===== src/rtl/wdt_consts.vh =====
`ifndef WDT_CONSTS_VH
`define WDT_CONSTS_VH

// ************************************************************
// register byte offsets
// ************************************************************
`define WDT_MODE_OFS 12'h000
`define WDT_RELOAD_OFS 12'h004
`define WDT_FEED_OFS 12'h008
`define WDT_COUNT_OFS 12'h00c
`define WDT_WARN_OFS 12'h010
`define WDT_WINDOW_OFS 12'h014
`define WDT_STATUS_OFS 12'h018
`define WDT_CLEAR_OFS 12'h01c
`define WDT_IRQEN_OFS 12'h020
`define WDT_CAUSE_OFS 12'h024

// ************************************************************
// mode register fields
// ************************************************************
`define WDT_MODE_EN_BIT 0
`define WDT_MODE_RSTEN_BIT 1

// ************************************************************
// status, clear and enable fields
// ************************************************************
`define WDT_EV_TIMEOUT_BIT 0
`define WDT_EV_WARN_BIT 1
`define WDT_EV_BADFEED_BIT 2
`define WDT_EV_W 3

// ************************************************************
// feed sequence values
// ************************************************************
`define WDT_FEED_FIRST 8'haa
`define WDT_FEED_SECOND 8'h55

// ************************************************************
// widths, limits and reset values
// ************************************************************
`define WDT_CNT_W 24
`define WDT_RELOAD_MIN 24'h0000ff
`define WDT_RELOAD_RST 24'h0000ff
`define WDT_WARN_RST 24'h000000
`define WDT_WINDOW_RST 24'hffffff
`define WDT_PRESCALE 3'h4

`endif


===== src/rtl/tick_prescaler.v =====
`include "wdt_consts.vh"

// ************************************************************
// divide watchdog ticks by four
// ************************************************************
module tick_prescaler (
  input wire core_clk,
  input wire srst,
  input wire tick_in,
  output reg tick_out
);

  reg [2:0] div_cnt;

  always @(posedge core_clk) begin
    if (srst) begin
      div_cnt <= 3'h0;
      tick_out <= 1'b0;
    end else begin
      tick_out <= 1'b0;
      if (tick_in) begin
        if (div_cnt == `WDT_PRESCALE - 3'h1) begin
          div_cnt <= 3'h0;
          tick_out <= 1'b1;
        end else begin
          div_cnt <= div_cnt + 3'h1;
        end
      end
    end
  end

endmodule


===== src/rtl/windowed_watchdog_timer.v =====
// Our own choices: the register offsets and the APB register port.
`include "wdt_consts.vh"

// What this block does
// time-out without reload resets the chip when the reset enable bit is set
// windowed mode accepts reloads only inside window
// optional warning interrupt before time-out
// enable set by software, cleared by reset
// bad feed gives reset or interrupt
// reset-cause flag survives watchdog reset
// 24-bit counter through divide-by-four prescaler
// time-out range 256 to 2^24 counts
// timing runs only on watchdog ticks
// feed is ordered pair of fixed writes
module windowed_watchdog_timer (
  input wire core_clk,
  input wire srst,
  input wire power_on_rst,
  input wire watchdog_tick_clock,
  input wire psel,
  input wire penable,
  input wire pwrite,
  input wire [11:0] paddr,
  input wire [31:0] pwdata,
  output wire pready,
  output reg [31:0] prdata,
  output reg pslverr,
  output reg chip_reset_req,
  output wire irq
);

  // ************************************************************
  // registers
  // ************************************************************
  reg wd_enable;
  reg reset_enable;
  reg [`WDT_CNT_W-1:0] reload_value;
  reg [`WDT_CNT_W-1:0] warn_value;
  reg [`WDT_CNT_W-1:0] window_value;
  reg [`WDT_CNT_W-1:0] count;
  reg [`WDT_EV_W-1:0] status;
  reg [`WDT_EV_W-1:0] irq_enable;
  reg reset_cause;
  localparam [1:0] feed_wait_first = 2'h1;
  localparam [1:0] feed_wait_second = 2'h2;
  reg [1:0] feed_state;
  reg [1:0] next_feed_state;

  wire prescaled_tick;
  wire access;
  wire setup;
  reg addr_ok;
  wire feed_armed;
  reg [31:0] next_rdata;
  reg feed_ok;
  reg feed_bad;
  wire in_window;
  wire timeout_ev;
  wire warn_ev;
  wire [`WDT_EV_W-1:0] events;
  wire [`WDT_EV_W-1:0] clear_bits;
  wire fault_ev;
  wire [`WDT_CNT_W-1:0] reload_clip;

  assign pready = 1'b1;
  assign setup = psel & ~penable;
  assign access = psel & penable;

  // ************************************************************
  // address decode
  // ************************************************************
  // unmapped offsets answer with a slave error
  always @* begin
    addr_ok = 1'b0;
    if (paddr == `WDT_MODE_OFS) begin
      addr_ok = 1'b1;
    end else if (paddr == `WDT_RELOAD_OFS) begin
      addr_ok = 1'b1;
    end else if (paddr == `WDT_FEED_OFS) begin
      addr_ok = 1'b1;
    end else if (paddr == `WDT_COUNT_OFS) begin
      addr_ok = 1'b1;
    end else if (paddr == `WDT_WARN_OFS) begin
      addr_ok = 1'b1;
    end else if (paddr == `WDT_WINDOW_OFS) begin
      addr_ok = 1'b1;
    end else if (paddr == `WDT_STATUS_OFS) begin
      addr_ok = 1'b1;
    end else if (paddr == `WDT_CLEAR_OFS) begin
      addr_ok = 1'b1;
    end else if (paddr == `WDT_IRQEN_OFS) begin
      addr_ok = 1'b1;
    end else if (paddr == `WDT_CAUSE_OFS) begin
      addr_ok = 1'b1;
    end
  end

  // ************************************************************
  // prescaler
  // ************************************************************
  // divide by four
  // tick-only timing
  tick_prescaler u_prescaler (
    .core_clk(core_clk),
    .srst(srst),
    .tick_in(watchdog_tick_clock),
    .tick_out(prescaled_tick)
  );

  // ************************************************************
  // feed sequence decode
  // ************************************************************
  // window check
  assign in_window = (count <= window_value);

  // ordered feed pair
  always @* begin
    feed_ok = 1'b0;
    feed_bad = 1'b0;
    if (access && feed_armed) begin
      if (pwrite && paddr == `WDT_FEED_OFS && pwdata[7:0] == `WDT_FEED_SECOND) begin
        // early feed is a fault
        if (wd_enable && !in_window) begin
          feed_bad = 1'b1;
        end else begin
          feed_ok = 1'b1;
        end
      end else begin
        // broken sequence
        feed_bad = wd_enable;
      end
    end
  end

  // first feed word arms the pair
  always @* begin
    next_feed_state = feed_state;
    case (feed_state)
      feed_wait_first: begin
        if (access && pwrite && paddr == `WDT_FEED_OFS &&
            pwdata[7:0] == `WDT_FEED_FIRST) begin
          next_feed_state = feed_wait_second;
        end
      end
      feed_wait_second: begin
        // any access ends the pair, good or bad
        if (access) begin
          next_feed_state = feed_wait_first;
        end
      end
      default: begin
        next_feed_state = feed_wait_first;
      end
    endcase
  end

  always @(posedge core_clk) begin
    if (srst) begin
      feed_state <= feed_wait_first;
    end else begin
      feed_state <= next_feed_state;
    end
  end

  assign feed_armed = (feed_state == feed_wait_second);

  // ************************************************************
  // counter
  // ************************************************************
  // at least 256 counts
  assign reload_clip = (pwdata[23:0] < `WDT_RELOAD_MIN) ? `WDT_RELOAD_MIN : pwdata[23:0];

  // expiry
  assign timeout_ev = wd_enable && prescaled_tick && count == {`WDT_CNT_W{1'b0}};
  // warning point
  assign warn_ev = wd_enable && prescaled_tick && count == warn_value &&
                   count != {`WDT_CNT_W{1'b0}};
  assign fault_ev = timeout_ev | feed_bad;

  always @(posedge core_clk) begin
    if (srst) begin
      count <= `WDT_RELOAD_RST;
    end else if (feed_ok) begin
      count <= reload_value;
    end else if (wd_enable && prescaled_tick && count != {`WDT_CNT_W{1'b0}}) begin
      // R7 24-bit decrement
      count <= count - {{(`WDT_CNT_W-1){1'b0}}, 1'b1};
    end
  end

  // ************************************************************
  // control registers
  // ************************************************************
  always @(posedge core_clk) begin
    if (srst) begin
      wd_enable <= 1'b0;
      reset_enable <= 1'b0;
      reload_value <= `WDT_RELOAD_RST;
      warn_value <= `WDT_WARN_RST;
      window_value <= `WDT_WINDOW_RST;
      irq_enable <= {`WDT_EV_W{1'b0}};
    end else begin
      if (access && pwrite) begin
        if (paddr == `WDT_MODE_OFS) begin
          // set only
          if (pwdata[`WDT_MODE_EN_BIT]) begin
            wd_enable <= 1'b1;
          end
          if (!wd_enable) begin
            reset_enable <= pwdata[`WDT_MODE_RSTEN_BIT];
          end
        end else if (paddr == `WDT_RELOAD_OFS) begin
          reload_value <= reload_clip;
        end else if (paddr == `WDT_WARN_OFS) begin
          warn_value <= pwdata[23:0];
        end else if (paddr == `WDT_WINDOW_OFS) begin
          window_value <= pwdata[23:0];
        end else if (paddr == `WDT_IRQEN_OFS) begin
          irq_enable <= pwdata[`WDT_EV_W-1:0];
        end
      end
      // cleared by watchdog action
      if (fault_ev) begin
        wd_enable <= 1'b0;
      end
    end
  end

  // ************************************************************
  // reset request and cause flag
  // ************************************************************
  always @(posedge core_clk) begin
    if (srst) begin
      chip_reset_req <= 1'b0;
    end else begin
      // chip reset
      // reset on bad feed
      chip_reset_req <= fault_ev && reset_enable;
    end
  end

  // only power-on or a write of 1 to bit 0 of the cause register clears it, so it outlives the watchdog reset
  always @(posedge core_clk) begin
    if (power_on_rst) begin
      reset_cause <= 1'b0;
    end else if (fault_ev && reset_enable) begin
      // cause flag
      reset_cause <= 1'b1;
    end else if (access && pwrite && paddr == `WDT_CAUSE_OFS && pwdata[0]) begin
      reset_cause <= 1'b0;
    end
  end

  // ************************************************************
  // interrupt status
  // ************************************************************
  assign events[`WDT_EV_TIMEOUT_BIT] = timeout_ev;
  assign events[`WDT_EV_WARN_BIT] = warn_ev;
  assign events[`WDT_EV_BADFEED_BIT] = feed_bad;
  assign clear_bits = (access && pwrite && paddr == `WDT_CLEAR_OFS) ?
                      pwdata[`WDT_EV_W-1:0] : {`WDT_EV_W{1'b0}};

  genvar gi;
  generate
    for (gi = 0; gi < `WDT_EV_W; gi = gi + 1) begin : g_status
      always @(posedge core_clk) begin
        if (srst) begin
          status[gi] <= 1'b0;
        end else if (events[gi]) begin
          // warning flag, with the R1 time-out and R5 bad-feed flags
          status[gi] <= 1'b1;
        end else if (clear_bits[gi]) begin
          status[gi] <= 1'b0;
        end
      end
    end
  endgenerate

  assign irq = |(status & irq_enable);

  // ************************************************************
  // read data
  // ************************************************************
  always @* begin
    next_rdata = 32'h0000_0000;
    if (paddr == `WDT_MODE_OFS) begin
      next_rdata[`WDT_MODE_EN_BIT] = wd_enable;
      next_rdata[`WDT_MODE_RSTEN_BIT] = reset_enable;
    end else if (paddr == `WDT_RELOAD_OFS) begin
      next_rdata[23:0] = reload_value;
    end else if (paddr == `WDT_COUNT_OFS) begin
      next_rdata[23:0] = count;
    end else if (paddr == `WDT_WARN_OFS) begin
      next_rdata[23:0] = warn_value;
    end else if (paddr == `WDT_WINDOW_OFS) begin
      next_rdata[23:0] = window_value;
    end else if (paddr == `WDT_STATUS_OFS) begin
      next_rdata[`WDT_EV_W-1:0] = status;
    end else if (paddr == `WDT_IRQEN_OFS) begin
      next_rdata[`WDT_EV_W-1:0] = irq_enable;
    end else if (paddr == `WDT_CAUSE_OFS) begin
      next_rdata[0] = reset_cause;
    end
  end

  always @(posedge core_clk) begin
    if (srst) begin
      prdata <= 32'h0000_0000;
      pslverr <= 1'b0;
    end else if (setup) begin
      prdata <= pwrite ? 32'h0000_0000 : next_rdata;
      pslverr <= ~addr_ok;
    end
  end

endmodule


===== config.mk =====
export PLATFORM = sky130hd
export DESIGN_NAME = windowed_watchdog_timer
export DESIGN_NICKNAME = d
export VERILOG_FILES = /design/src/rtl/tick_prescaler.v /design/src/rtl/windowed_watchdog_timer.v
export VERILOG_INCLUDE_DIRS = /design/src /design/src/rtl
export SDC_FILE = /design/constraint.sdc
export NUM_CORES = 1
export LEC_CHECK = 0
export BUFFER_PORTS_ARGS = -buffer_cell sky130_fd_sc_hd__buf_2
export CAP_MARGIN = 0
export CORE_MARGIN = 2
export CORE_UTILIZATION = 46
export DETAILED_ROUTE_END_ITERATION = 12
export HOLD_SLACK_MARGIN = 0.08
export PLACE_DENSITY = 0.74
export SLEW_MARGIN = 30
export SYNTH_ARGS = -nofsm -noshare
export SYNTH_HDL_FRONTEND = slang
export SYNTH_SLANG_ARGS = --single-unit

===== constraint.sdc =====
create_clock -name core_clk -period 2.2 [get_ports core_clk]
set_input_delay 0 -clock core_clk [delete_from_list [all_inputs] [get_ports core_clk]]
set_output_delay 0 -clock core_clk [all_outputs]
set_load 0.005 [all_outputs]

# [Yosys cells after proc, flatten, opt, wreduce, memory -nomap -nowiden]
# Cells that the tools add are included.
[word_totals] in_bits=51 reg_bits=145 wordCells=130
[classes] bitwise=12 reduce_logical=35 order_cmp=2 n_eq_ne=17 add_sub_neg=2 mux=45
[ops] op="two-way mux 24 bit" count=7
[ops] op="== test 12 x 5 -> 1 bit, second input constant" count=4
[ops] op="two-way mux 1 bit" count=27
[ops] op="== test 12 x 4 -> 1 bit, second input constant" count=2
[ops] op="== test 12 x 6 -> 1 bit, second input constant" count=2
[ops] op="== test 24 bit" count=1
[ops] op="<= comparator 24 bit" count=1
[ops] op="logical NOT 24 bit" count=1
[ops] op="< comparator 24 x 8 -> 1 bit, second input constant" count=1
[ops] op="nonzero test 24 bit" count=1
[ops] op="subtractor 24 x 1 -> 24 bit, second input constant" count=1
[ops] op="two-way mux 22 bit" count=1
[ops] op="two-way mux 21 bit" count=1
[ops] op="logical AND 1 bit" count=16
[ops] op="== test 12 x 3 -> 1 bit, second input constant" count=1
[ops] op="logical NOT 12 bit" count=1
[ops] op="two-way mux 3 bit" count=4
[ops] op="nonzero test 2 bit" count=5
[ops] op="AND reduction 3 bit" count=3
[ops] op="== test 8 x 7 -> 1 bit, second input constant" count=1
[ops] op="== test 8 bit, second input constant" count=1
[ops] op="two-way mux 2 bit" count=4
[ops] op="NOT 1 bit" count=8
[ops] op="AND reduction 6 bit" count=1
[ops] op="15 further kinds" count=18

# [Longest topological paths before layout]
# Gate-level depths: netlist of the first run.
[depth] word_depth=12 ltp_mapped=10

# [By module]
# Synthesis of the first run repeated with hierarchy kept, for this count alone.
[unflattened] cells_unflattened=882 area_unflattened_um2=7492.2
[modules_own_cells] module="windowed_watchdog_timer" seq_area_each_um2=2662.6 cells_each=868 area_each_um2=7339.5 instances=1
[modules_own_cells] module="tick_prescaler" seq_area_each_um2=80.1 cells_each=14 area_each_um2=152.6 instances=1

# [Worst setup path before layout of the first run]
# Ideal clock, no wire load.
[synth_timing] path_type="register to register" startpoint="register count[5]" endpoint="register count[13]" path_buffers=2 path_slack_ns=-0.122 arrival_time_ns=2.241 period_less_slack_ns=2.322 setup_time_ns=0.081 required_ns=2.119 stages_incl_launch_ff=10 path_cell_list="dfxtp_1 ha_1 a211oi_1 nor2_1 a2111o_1 o221ai_1 a41oi_1 buf_2 buf_2 a211oi_2"
[synth_between] elab_chain_len=7 word_cells_on_any_way=12
[synth_lines] element="from (decl)" line="windowed_watchdog_timer.v:40" source="reg [`WDT_CNT_W-1:0] count;"
[synth_lines] element="from (signal assigned)" line="windowed_watchdog_timer.v:182" source="count <= `WDT_RELOAD_RST;"
[synth_lines] element="from (signal assigned)" line="windowed_watchdog_timer.v:184" source="count <= reload_value;"
[synth_lines] element="from (signal assigned)" line="windowed_watchdog_timer.v:187" source="count <= count - {{(`WDT_CNT_W-1){1'b0}}, 1'b1};"
[synth_lines] element="<= comparator 24 bit" line="windowed_watchdog_timer.v:114" source="assign in_window = (count <= window_value);"
[synth_lines] element="logical NOT 1 bit" line="windowed_watchdog_timer.v:123" source="if (wd_enable && !in_window) begin"
[synth_lines] element="logical AND 1 bit" line="windowed_watchdog_timer.v:123"
[synth_lines] element="two-way mux 1 bit" line="windowed_watchdog_timer.v:123"
[synth_lines] element="two-way mux 1 bit" line="windowed_watchdog_timer.v:121" source="if (pwrite && paddr == `WDT_FEED_OFS && pwdata[7:0] == `WDT_FEED_SECOND) begin"
[synth_lines] element="two-way mux 1 bit" line="windowed_watchdog_timer.v:120" source="if (access && feed_armed) begin"
[synth_lines] element="two-way mux 24 bit / nonzero test 2 bit (equally long branches)"
# Parallel ways exist; a longest one is shown, timed or not. The select of a mux whose other input is x is not followed.
# A chain may end at the register's enable or synchronous reset.

# [Final worst setup path of the first run]
[layout_timing] startpoint="register window_value[19]" endpoint="register count[20]"
[layout_between] elab_chain_len=7 word_cells_on_any_way=8
[layout_lines] element="from (decl)" line="windowed_watchdog_timer.v:39" source="reg [`WDT_CNT_W-1:0] window_value;"
[layout_lines] element="from (signal assigned)" line="windowed_watchdog_timer.v:200" source="window_value <= `WDT_WINDOW_RST;"
[layout_lines] element="from (signal assigned)" line="windowed_watchdog_timer.v:217" source="window_value <= pwdata[23:0];"
[layout_lines] element="<= comparator 24 bit (*)" line="windowed_watchdog_timer.v:114"
[layout_lines] element="logical NOT 1 bit (*)" line="windowed_watchdog_timer.v:123"
[layout_lines] element="logical AND 1 bit (*)" line="windowed_watchdog_timer.v:123"
[layout_lines] element="two-way mux 1 bit (*)" line="windowed_watchdog_timer.v:123"
[layout_lines] element="two-way mux 1 bit (*)" line="windowed_watchdog_timer.v:121"
[layout_lines] element="two-way mux 1 bit (*)" line="windowed_watchdog_timer.v:120"
[layout_lines] element="two-way mux 24 bit / nonzero test 2 bit (equally long branches)"
# Every way passes the cells marked *; elsewhere a longest branch is shown, timed or not.

==> results of run 1 <==
registers in the layout (all words and copies together), names as in the netlist:
name,flops
warn_value,24
prdata,24
chip_reset_req,1
wd_enable,1
count,24
window_value,24
reload_value,24
u_prescaler.div_cnt,3
pslverr,1
u_prescaler.tick_out,1
reset_enable,1
reset_cause,1
feed_state,2
irq_enable,3
status,3
per-stage QoR:
| stage | utilization (%) | hold WS [ps] |
|---|---|---|
| 3_3_place_gp | 54.61 | 163.8 |
| 6_report | 62.82 | 102.8 |
| 5_1_grt | 62.82 | 140.0 |
| 2_1_floorplan | - | 69.07 |
| 4_1_cts | 61.98 | 103.7 |
| 3_5_place_dp | 54.61 | 174.5 |
synthesized netlist by cell type (all sizes together) (2+ instances only):
library cell	n
o211ai	3
conb	2
a22oi	3
a31oi	3
nor3b	6
nand4b	3
o21ai	33
a21o	4
mux2i	3
mux2	4
nand3b	4
nand3	11
a211oi	16
xor2	23
or3	3
nor4	19
nand2b	10
a22o	22
ha	26
inv	33
nor2b	4
clkbuf	39
nor4bb	2
a211o	26
a21boi	2
or4	3
and3	2
a221oi	24
nor4b	2
o21bai	13
dfxtp	137
xnor2	21
nor3	21
nand4	14
a21oi	60
nand2	125
nor2	85
and3b	3
buf	24
worst max-delay path, delay by kind of cell, from the launching register on:
family,cells,cell delay (ps)
buffers and inverters,4,530
AND/OR/NAND/NOR,3,590
AO/OA/AOI/OAI,3,530
flip-flops,1,330
adder cells (fa/ha/maj),1,260
timing repair:
| action | CTS | global route |
|---|---|---|
| endpoints found under the setup margin | 28 | 28 |
| buffers inserted | 2 | 3 |
| cloned | 0 | 1 |
| pin swaps | 14 | 15 |
| gates resized for setup | 29 | 19 |
| hold buffers | 33 | 0 |
| hold endpoints to repair | 88 | 0 |
per-layer routing:
metal  part of all wire (%)  global-route usage (%)
met1                     44                   35.60
met2                     47                   43.41
met3                    6.1                   4.707
met4                    2.9                   13.04
met5                      0                       0
power by group through the flow:
stage               clock network, W  registers [W]  logic (W)
floorplan                          0        0.00254   0.000102
global placement                   0        0.00254   0.000198
detailed placement                 0        0.00254   0.000200
CTS                          0.00313        0.00249   0.000244
global route                 0.00325        0.00248   0.000268
finish                       0.00312        0.00249   0.000250
cell type report:
class | instances | area share [%]
Timing Repair Buffer | 193 | 15.32
Multi-Input combinational cell | 628 | 45.14
Clock inverter | 12 | 1.958
Sequential cell | 137 | 28.77
Inverter | 33 | 1.292
Tap cell | 211 | 2.754
Clock buffer | 20 | 4.764
cells by family (layout without fill, tap and decap cells):
kind of cell | after synthesis | after routing | share of synthesized area, %
DFF | 137 | 137 | 38.05
AOI/OAI and AO/OA | 219 | 219 | 21.84
adders and majority gates | 26 | 26 | 4.513
other | 2 | 9 | 0.1042
buffers and inverters | 96 | 258 | 5.815
muxes | 8 | 8 | 1.354
and+or+nand+nor | 322 | 322 | 22.98
xor gates and xnor gates | 44 | 44 | 5.346
final timing paths:
kind	slack [ps]	endpoint	start
max	-120	count[20]	window_value[19]
max reg2reg	-120	count[20]	window_value[19]
min	100	status[1]	paddr[4]
min reg2reg	440	prdata[11]	prdata[11]
==> summary.txt, run 1 <==
Logic synthesis
  – Synth warnings: 0
  – Cells after Synth: 854
  – Synth Register Bits: ~140
  – Sequential fraction of the synthesis area: 38.05%
  – Post-synth top flop: dfxtp_1
  – Synth top area cells: dfxtp_1, nand2_1, ha_1, nor2_1, a21oi_1
  – Yosys top cell area share: a little under two fifths
  – Post-Syn Area: 7208 um^2
  – EDFF count, synth: 0
  – Yosys top cell by area: dfxtp_1
  – Ys async rst share: 0%
  – Syn avg cell area: about 8.4 um^2
  – Synth cell types: 73

STA
  – RSZ-0062 raised after global routing: true
  – Pin slew with the least headroom to its limit: between 600 and 700 ps
  – Period utilization: 105.3%
  – Period minus WS final: 2316 ps
  – Final Setup Violations: 24
  – Setup TNS: -1062 ps
  – Slew HR: 53.98%
  – Clock Skew: around 9.0 ps
  – Setup slack after layout: -116.3 ps
  – Max Slew Vio Count: 0
  – Fmax: 431.7 MHz
  – Hold Violations, Final: 0

Clock tree
  – TritonCTS clock tree: yes
  – Later-pin clock latency in the skew report: 430 ps
  – CTS buffer count: 17
  – TritonCTS Sinks: between 100 and 150
  – Worst-path clk slew: 60 ps
  – H-tree depth: 4
  – Root buf cell: clkbuf_16
  – Longest Clk Path Bufs: 2

Global routing
  – Total GRT Usage: approximately 27%
  – Initial antenna violation count: 0
  – Wire length of the first global-routing pass: between 30 and 40 mm
  – Vias in the first global route: 6,599
  – Grt total ovfl: 0
  – Largest net degree at the start of global routing: 55

Setup path
  – Worst path max stage delay: ~350 ps
  – Critical path launch point type: register
  – CP required: 2550 ps
  – Worst R2R Path Depth: 11
  – CP max FO: 6
  – Slowest CP cell: nor4_4
  – Crit end category: register
  – Top cell by count, worst path: buf_4
  – Setup CP Type: register to register
  – Cell breakdown of the critical path: inv_2 > ha_4 > nand4_1 > nor4_4 > buf_4 > o221ai_4 > a41oi_4 > buf_4 > clkbuf_16 > nor2_2 > a211oi_2
  – CP Data Arrival Time: about 2700 ps

Cells and area
  – Register area: between 2000 and 3000 um^2
  – Commonest non-fill, non-tap cells in the layout: dfxtp_1, nand2_1, buf_4
  – # nets final: 1,087
  – Layout fillers: 1,282
  – Finished Layout Cells: around 1,200
  – Synthesis-to-layout area growth: 32.98%
  – Commonest non-fill, non-tap cell in the layout: dfxtp_1
  – Design Area, Final: 9585 um^2
  – Share of cells above drive strength 1: 27.08%
  – Multi-input combinational cell area: 4327 um^2
  – Diodes inserted: 0

Outcome
  – Status: finished with violations
  – Violated checks: negative setup slack

Pwr
  – Leakage: roughly 3.9 nW
  – Sw frac: 22.12%
  – Net switching power: 0.001294 W
  – Total power: 0.005851 W
  – Power density cells: 610.4 nW/um^2
  – Clk pwr share: around 53%
  – Pint: 0.004557 W
  – Sequential power share: a little over two fifths
  – Combinational Power Share: 4.3%
  – Peak supply drop: 0.0005422 V

Placement
  – Placed standard-cell area: around 8300 um^2
  – Detailed placement HPWL: between 10 and 15 mm
  – IO buf count: 69
  – Placer Congestion: roughly 0.9
  – Cell Count Post-Placement: around 1,200
  – Post-Place Setup Slack: -219.3 ps

Floorplanning
  – Chip height: 129.2 um
  – Core Area: between 15,000 and 20,000 um^2
  – Initial Util: 47.24%
  – Rows: 45
  – Die Width: 129.2 um
  – Die Area: around 17,000 um^2
  – I/O pin count: 87

Route
  – DR vias: 6,988
  – Antenna Nets Post-Route: 0
  – Pre-Repair DR Iteration Count: 6
  – Iter 0 DRT Violations: between 600 and 700
  – DRT Wirelength: 22.24 mm
  – Drc violations: 0
  – Vias/cell: ~5.7
  – Wire length per cell: around 18 um

Min path
  – Hold path depth: 4
  – Worst Hold Class: input pin to register

Flow run
  – Max_cap viols: 0
Note: power is estimated with default switching activity, not from simulation.
==> run 2, diff against run 1 <==
--- a/config.mk
+++ b/config.mk
@@ -16,4 +16,5 @@
 export SLEW_MARGIN = 30
 export SYNTH_ARGS = -nofsm -noshare
 export SYNTH_HDL_FRONTEND = slang
+export SYNTH_HIERARCHICAL = 1
 export SYNTH_SLANG_ARGS = --single-unit
==> run 2 against run 1 <==
  * The flow still finishes with violations (negative setup slack)
  * Die area increased by 3.8%
  * Cell area increased by 5.6%
  * Clock power down 9.6%
  * Clock skew decreased by 0.96 ps
  * Non-clock buffer count is 24 higher
  * Via count is 8.5% higher
  * Total power shrank 4.4%
  * Critical path type unchanged
  * Largest cell class unchanged
  * Largest power group unchanged
==> summary.txt, run 2 <==
STA
  – RSZ-0062 raised after global routing: true
  – Fmax: 418.0 MHz
  – Period utilization: 108.7%
  – Pin slew with the least headroom to its limit: slightly above 700 ps
  – Setup slack after layout: -192.5 ps
  – Hold Violations, Final: 0
  – Period minus WS final: roughly 2400 ps
  – Max Slew Vio Count: 0
  – Clock Skew: 8.028 ps
  – Final Setup Violations: 27
  – Slew HR: 53.05%

Placement
  – IO buf count: 69
  – Detailed placement HPWL: 16.36 mm
  – Placer Congestion: 0.9496
  – Placed standard-cell area: 8767 um^2
  – Cell Count Post-Placement: approximately 1,200

Cells and area
  – Commonest non-fill, non-tap cells in the layout: dfxtp_1, nor2_1, buf_4
  – Commonest non-fill, non-tap cell in the layout: dfxtp_1
  – Synthesis-to-layout area growth: 35.07%
  – Layout fillers: around 1,300
  – Share of cells above drive strength 1: a little under a third
  – Final Util: 63.71%
  – Diodes inserted: 0
  – Design Area, Final: slightly above 10,000 um^2
  – Finished Layout Cells: 1,288
  – # nets final: 1,136

Min path
  – Hold path depth: 4
  – Worst Hold Class: input pin to register

Route
  – WL met1: 10.29 mm
  – Vias/cell: 5.885
  – Drc violations: 0
  – DRT Wirelength: 24.54 mm
  – Pre-Repair DR Iteration Count: 9
  – Met3 wire len: 2.169 mm
  – Wire length per cell: about 19 um
  – Top Metal Used: met4
  – WL met2: 11.31 mm
  – Antenna Nets Post-Route: 0
  – DR vias: 7,580
  – Iter 0 DRT Violations: 857

Global routing
  – Grt total ovfl: 0
  – Initial antenna violation count: 0
  – Vias in the first global route: 7,235
  – Largest net degree at the start of global routing: 64
  – Wire length of the first global-routing pass: around 39 mm
  – Total GRT Usage: 27.93%

Logic synthesis
  – Post-synth top flop: dfxtp_1
  – Cells after Synth: 882
  – Ys async rst share: 0%
  – Yosys top cell by area: dfxtp_1
  – Synth top cells by count: dfxtp_1, nor2_1, nand2_1, mux2i_1, nor3_1
  – Syn avg cell area: around 8.5 um^2
  – Most frequent cell after synthesis: dfxtp_1
  – EDFF count, synth: 0
  – Post-Syn Area: between 7000 and 8000 um^2
  – Sequential fraction of the synthesis area: 36.61%
  – Synth top area cells: dfxtp_1, mux2i_1, nor2_1, ha_1, nand2_1
  – Yosys top cell area share: about 37%
  – Synth cell types: slightly below 70
  – Synth Register Bits: 137
  – Synth warnings: 6

Setup path
  – Setup CP Type: register to register
  – Crit end category: register
  – CP max FO: 4
  – Worst path max stage delay: 390 ps
  – Worst R2R Path Depth: 11
  – CP Data Arrival Time: ~2700 ps
  – Cell breakdown of the critical path: inv_2 > ha_4 > nand4_1 > nor4_4 > o311a_1 > buf_4 > buf_6 > nor4_4 > or2_4 > buf_6 > mux2i_1
  – CP required: around 2500 ps
  – Critical path launch point type: register
  – Slowest CP cell: nor4_4

Floorplanning
  – Die Area: 17,320 um^2
  – Initial Util: between 40% and 50%
  – Core Area: 15,890 um^2
  – I/O pin count: 87
  – Rows: 46
  – Chip height: 131.6 um
  – Die Width: about 130 um

Clock tree
  – Root buf cell: clkbuf_16
  – Longest Clk Path Bufs: 2
  – Later-pin clock latency in the skew report: about 440 ps
  – TritonCTS Sinks: 137
  – TritonCTS clock tree: yes
  – H-tree depth: 4
  – CTS buffer count: 17
  – Worst-path clk slew: 60 ps

Pwr
  – Peak supply drop: 0.0005644 V
  – Leakage: 4.097 nW
  – Power density cells: 552.8 nW/um^2

Outcome
  – Violated checks: negative setup slack
  – Status: finished with violations

Flow run
  – Max_cap viols: 0
[run 2: changes by cell type in the layout (fill, tap and decap cells not counted), moves of 8 or more]
cell,previous run,this run
a21oi_1,57,37
a221oi_1,24,11
a22o_1,22,2
a22oi_1,3,11
buf_4,82,100
buf_6,2,11
mux2i_1,3,48
nand2_1,123,70
nor2_1,73,106
nor2_2,11,2
nor3_1,14,41
nor4_1,10,18
o21ai_1,10,2
[run 2: logic make-up (layout without fill, tap and decap cells)]
kind of cell | after synthesis | in the layout | share of synthesized area [%]
simple gates | 336 | 336 | 22.98
other cells | 2 | 9 | 0.1002
xor+xnor | 41 | 41 | 4.793
buf+inv | 100 | 283 | 6.279
flops | 137 | 137 | 36.61
fa+ha+maj | 26 | 26 | 4.342
mux | 53 | 53 | 7.164
compound gates | 187 | 187 | 17.74
[run 2: through the flow]
step,TNS (ps),total power (W),setup slack [ps],hold WS (ps)
after floorplan,-2161,0.002676,-188.1,62.44
after global placement,-3172,0.002782,-152.2,181.7
after detailed placement,-4454,0.002783,-219.5,178.0
after CTS,-2087,0.005600,-115.4,128.5
after global routing,-6679,0.005737,-293.5,148.0
final,-4358,0.005594,-192.5,142.3
[run 2: where the power goes]
group / internal (W) / switching [W] / total (W) / leakage, nW
clock network: 0.00169 / 0.00113 / 0.00282 / 0.276
logic: 0.000113 / 0.000181 / 0.000293 / 2.72
registers: 0.00248 / 0.00000245 / 0.00249 / 1.10
total: 0.00428 / 0.00131 / 0.00559 / 4.10
[run 2: worst max-delay path, delay by kind of cell (launching register included)]
kind                       cells  cell delay (ps)
buffers and inverters          4              390
DFF                            1              340
adders and majority gates      1              260
AOI/OAI and AO/OA              1              270
muxes                          1              100
and+or+nand+nor                4              900
[run 2: path summary, 6_finish.rpt]
path                          startpoint  slack, ps              endpoint
setup / recovery        window_value[19]       -190              count[1]
hold / removal                  paddr[3]        140             prdata[0]
setup reg to reg        window_value[19]       -190              count[1]
hold reg to reg   u_prescaler/div_cnt[2]        440  u_prescaler/tick_out
[run 2: timing repair]
action,4_1_cts,5_1_grt
endpoints found under the hold margin,84,0
pin swaps,27,18
setup buffers,7,4
gates resized for setup,41,43
endpoints found under the setup margin,28,29
hold buffers,31,0
cloned,1,0
[run 2: per-layer routing]
| layer | global-route usage [%] | vias up |
|---|---|---|
| li1 | - | 3547 |
| met1 | 35.70 | 3555 |
| met2 | 45.00 | 397 |
| met3 | 7.446 | 81 |
| met4 | 10.69 | 0 |
| met5 | 0 | - |
[run 2: layout make-up]
type	count	area [um^2]	area share (%)
clock buffers	20	446.7	4.414
clock inverters	12	125.1	1.236
inverters	34	127.6	1.261
multi-input cells	652	4727	46.71
flip-flops and latches	137	2768	27.35
well taps	216	270.3	2.671
repair buffers	217	1655	16.36
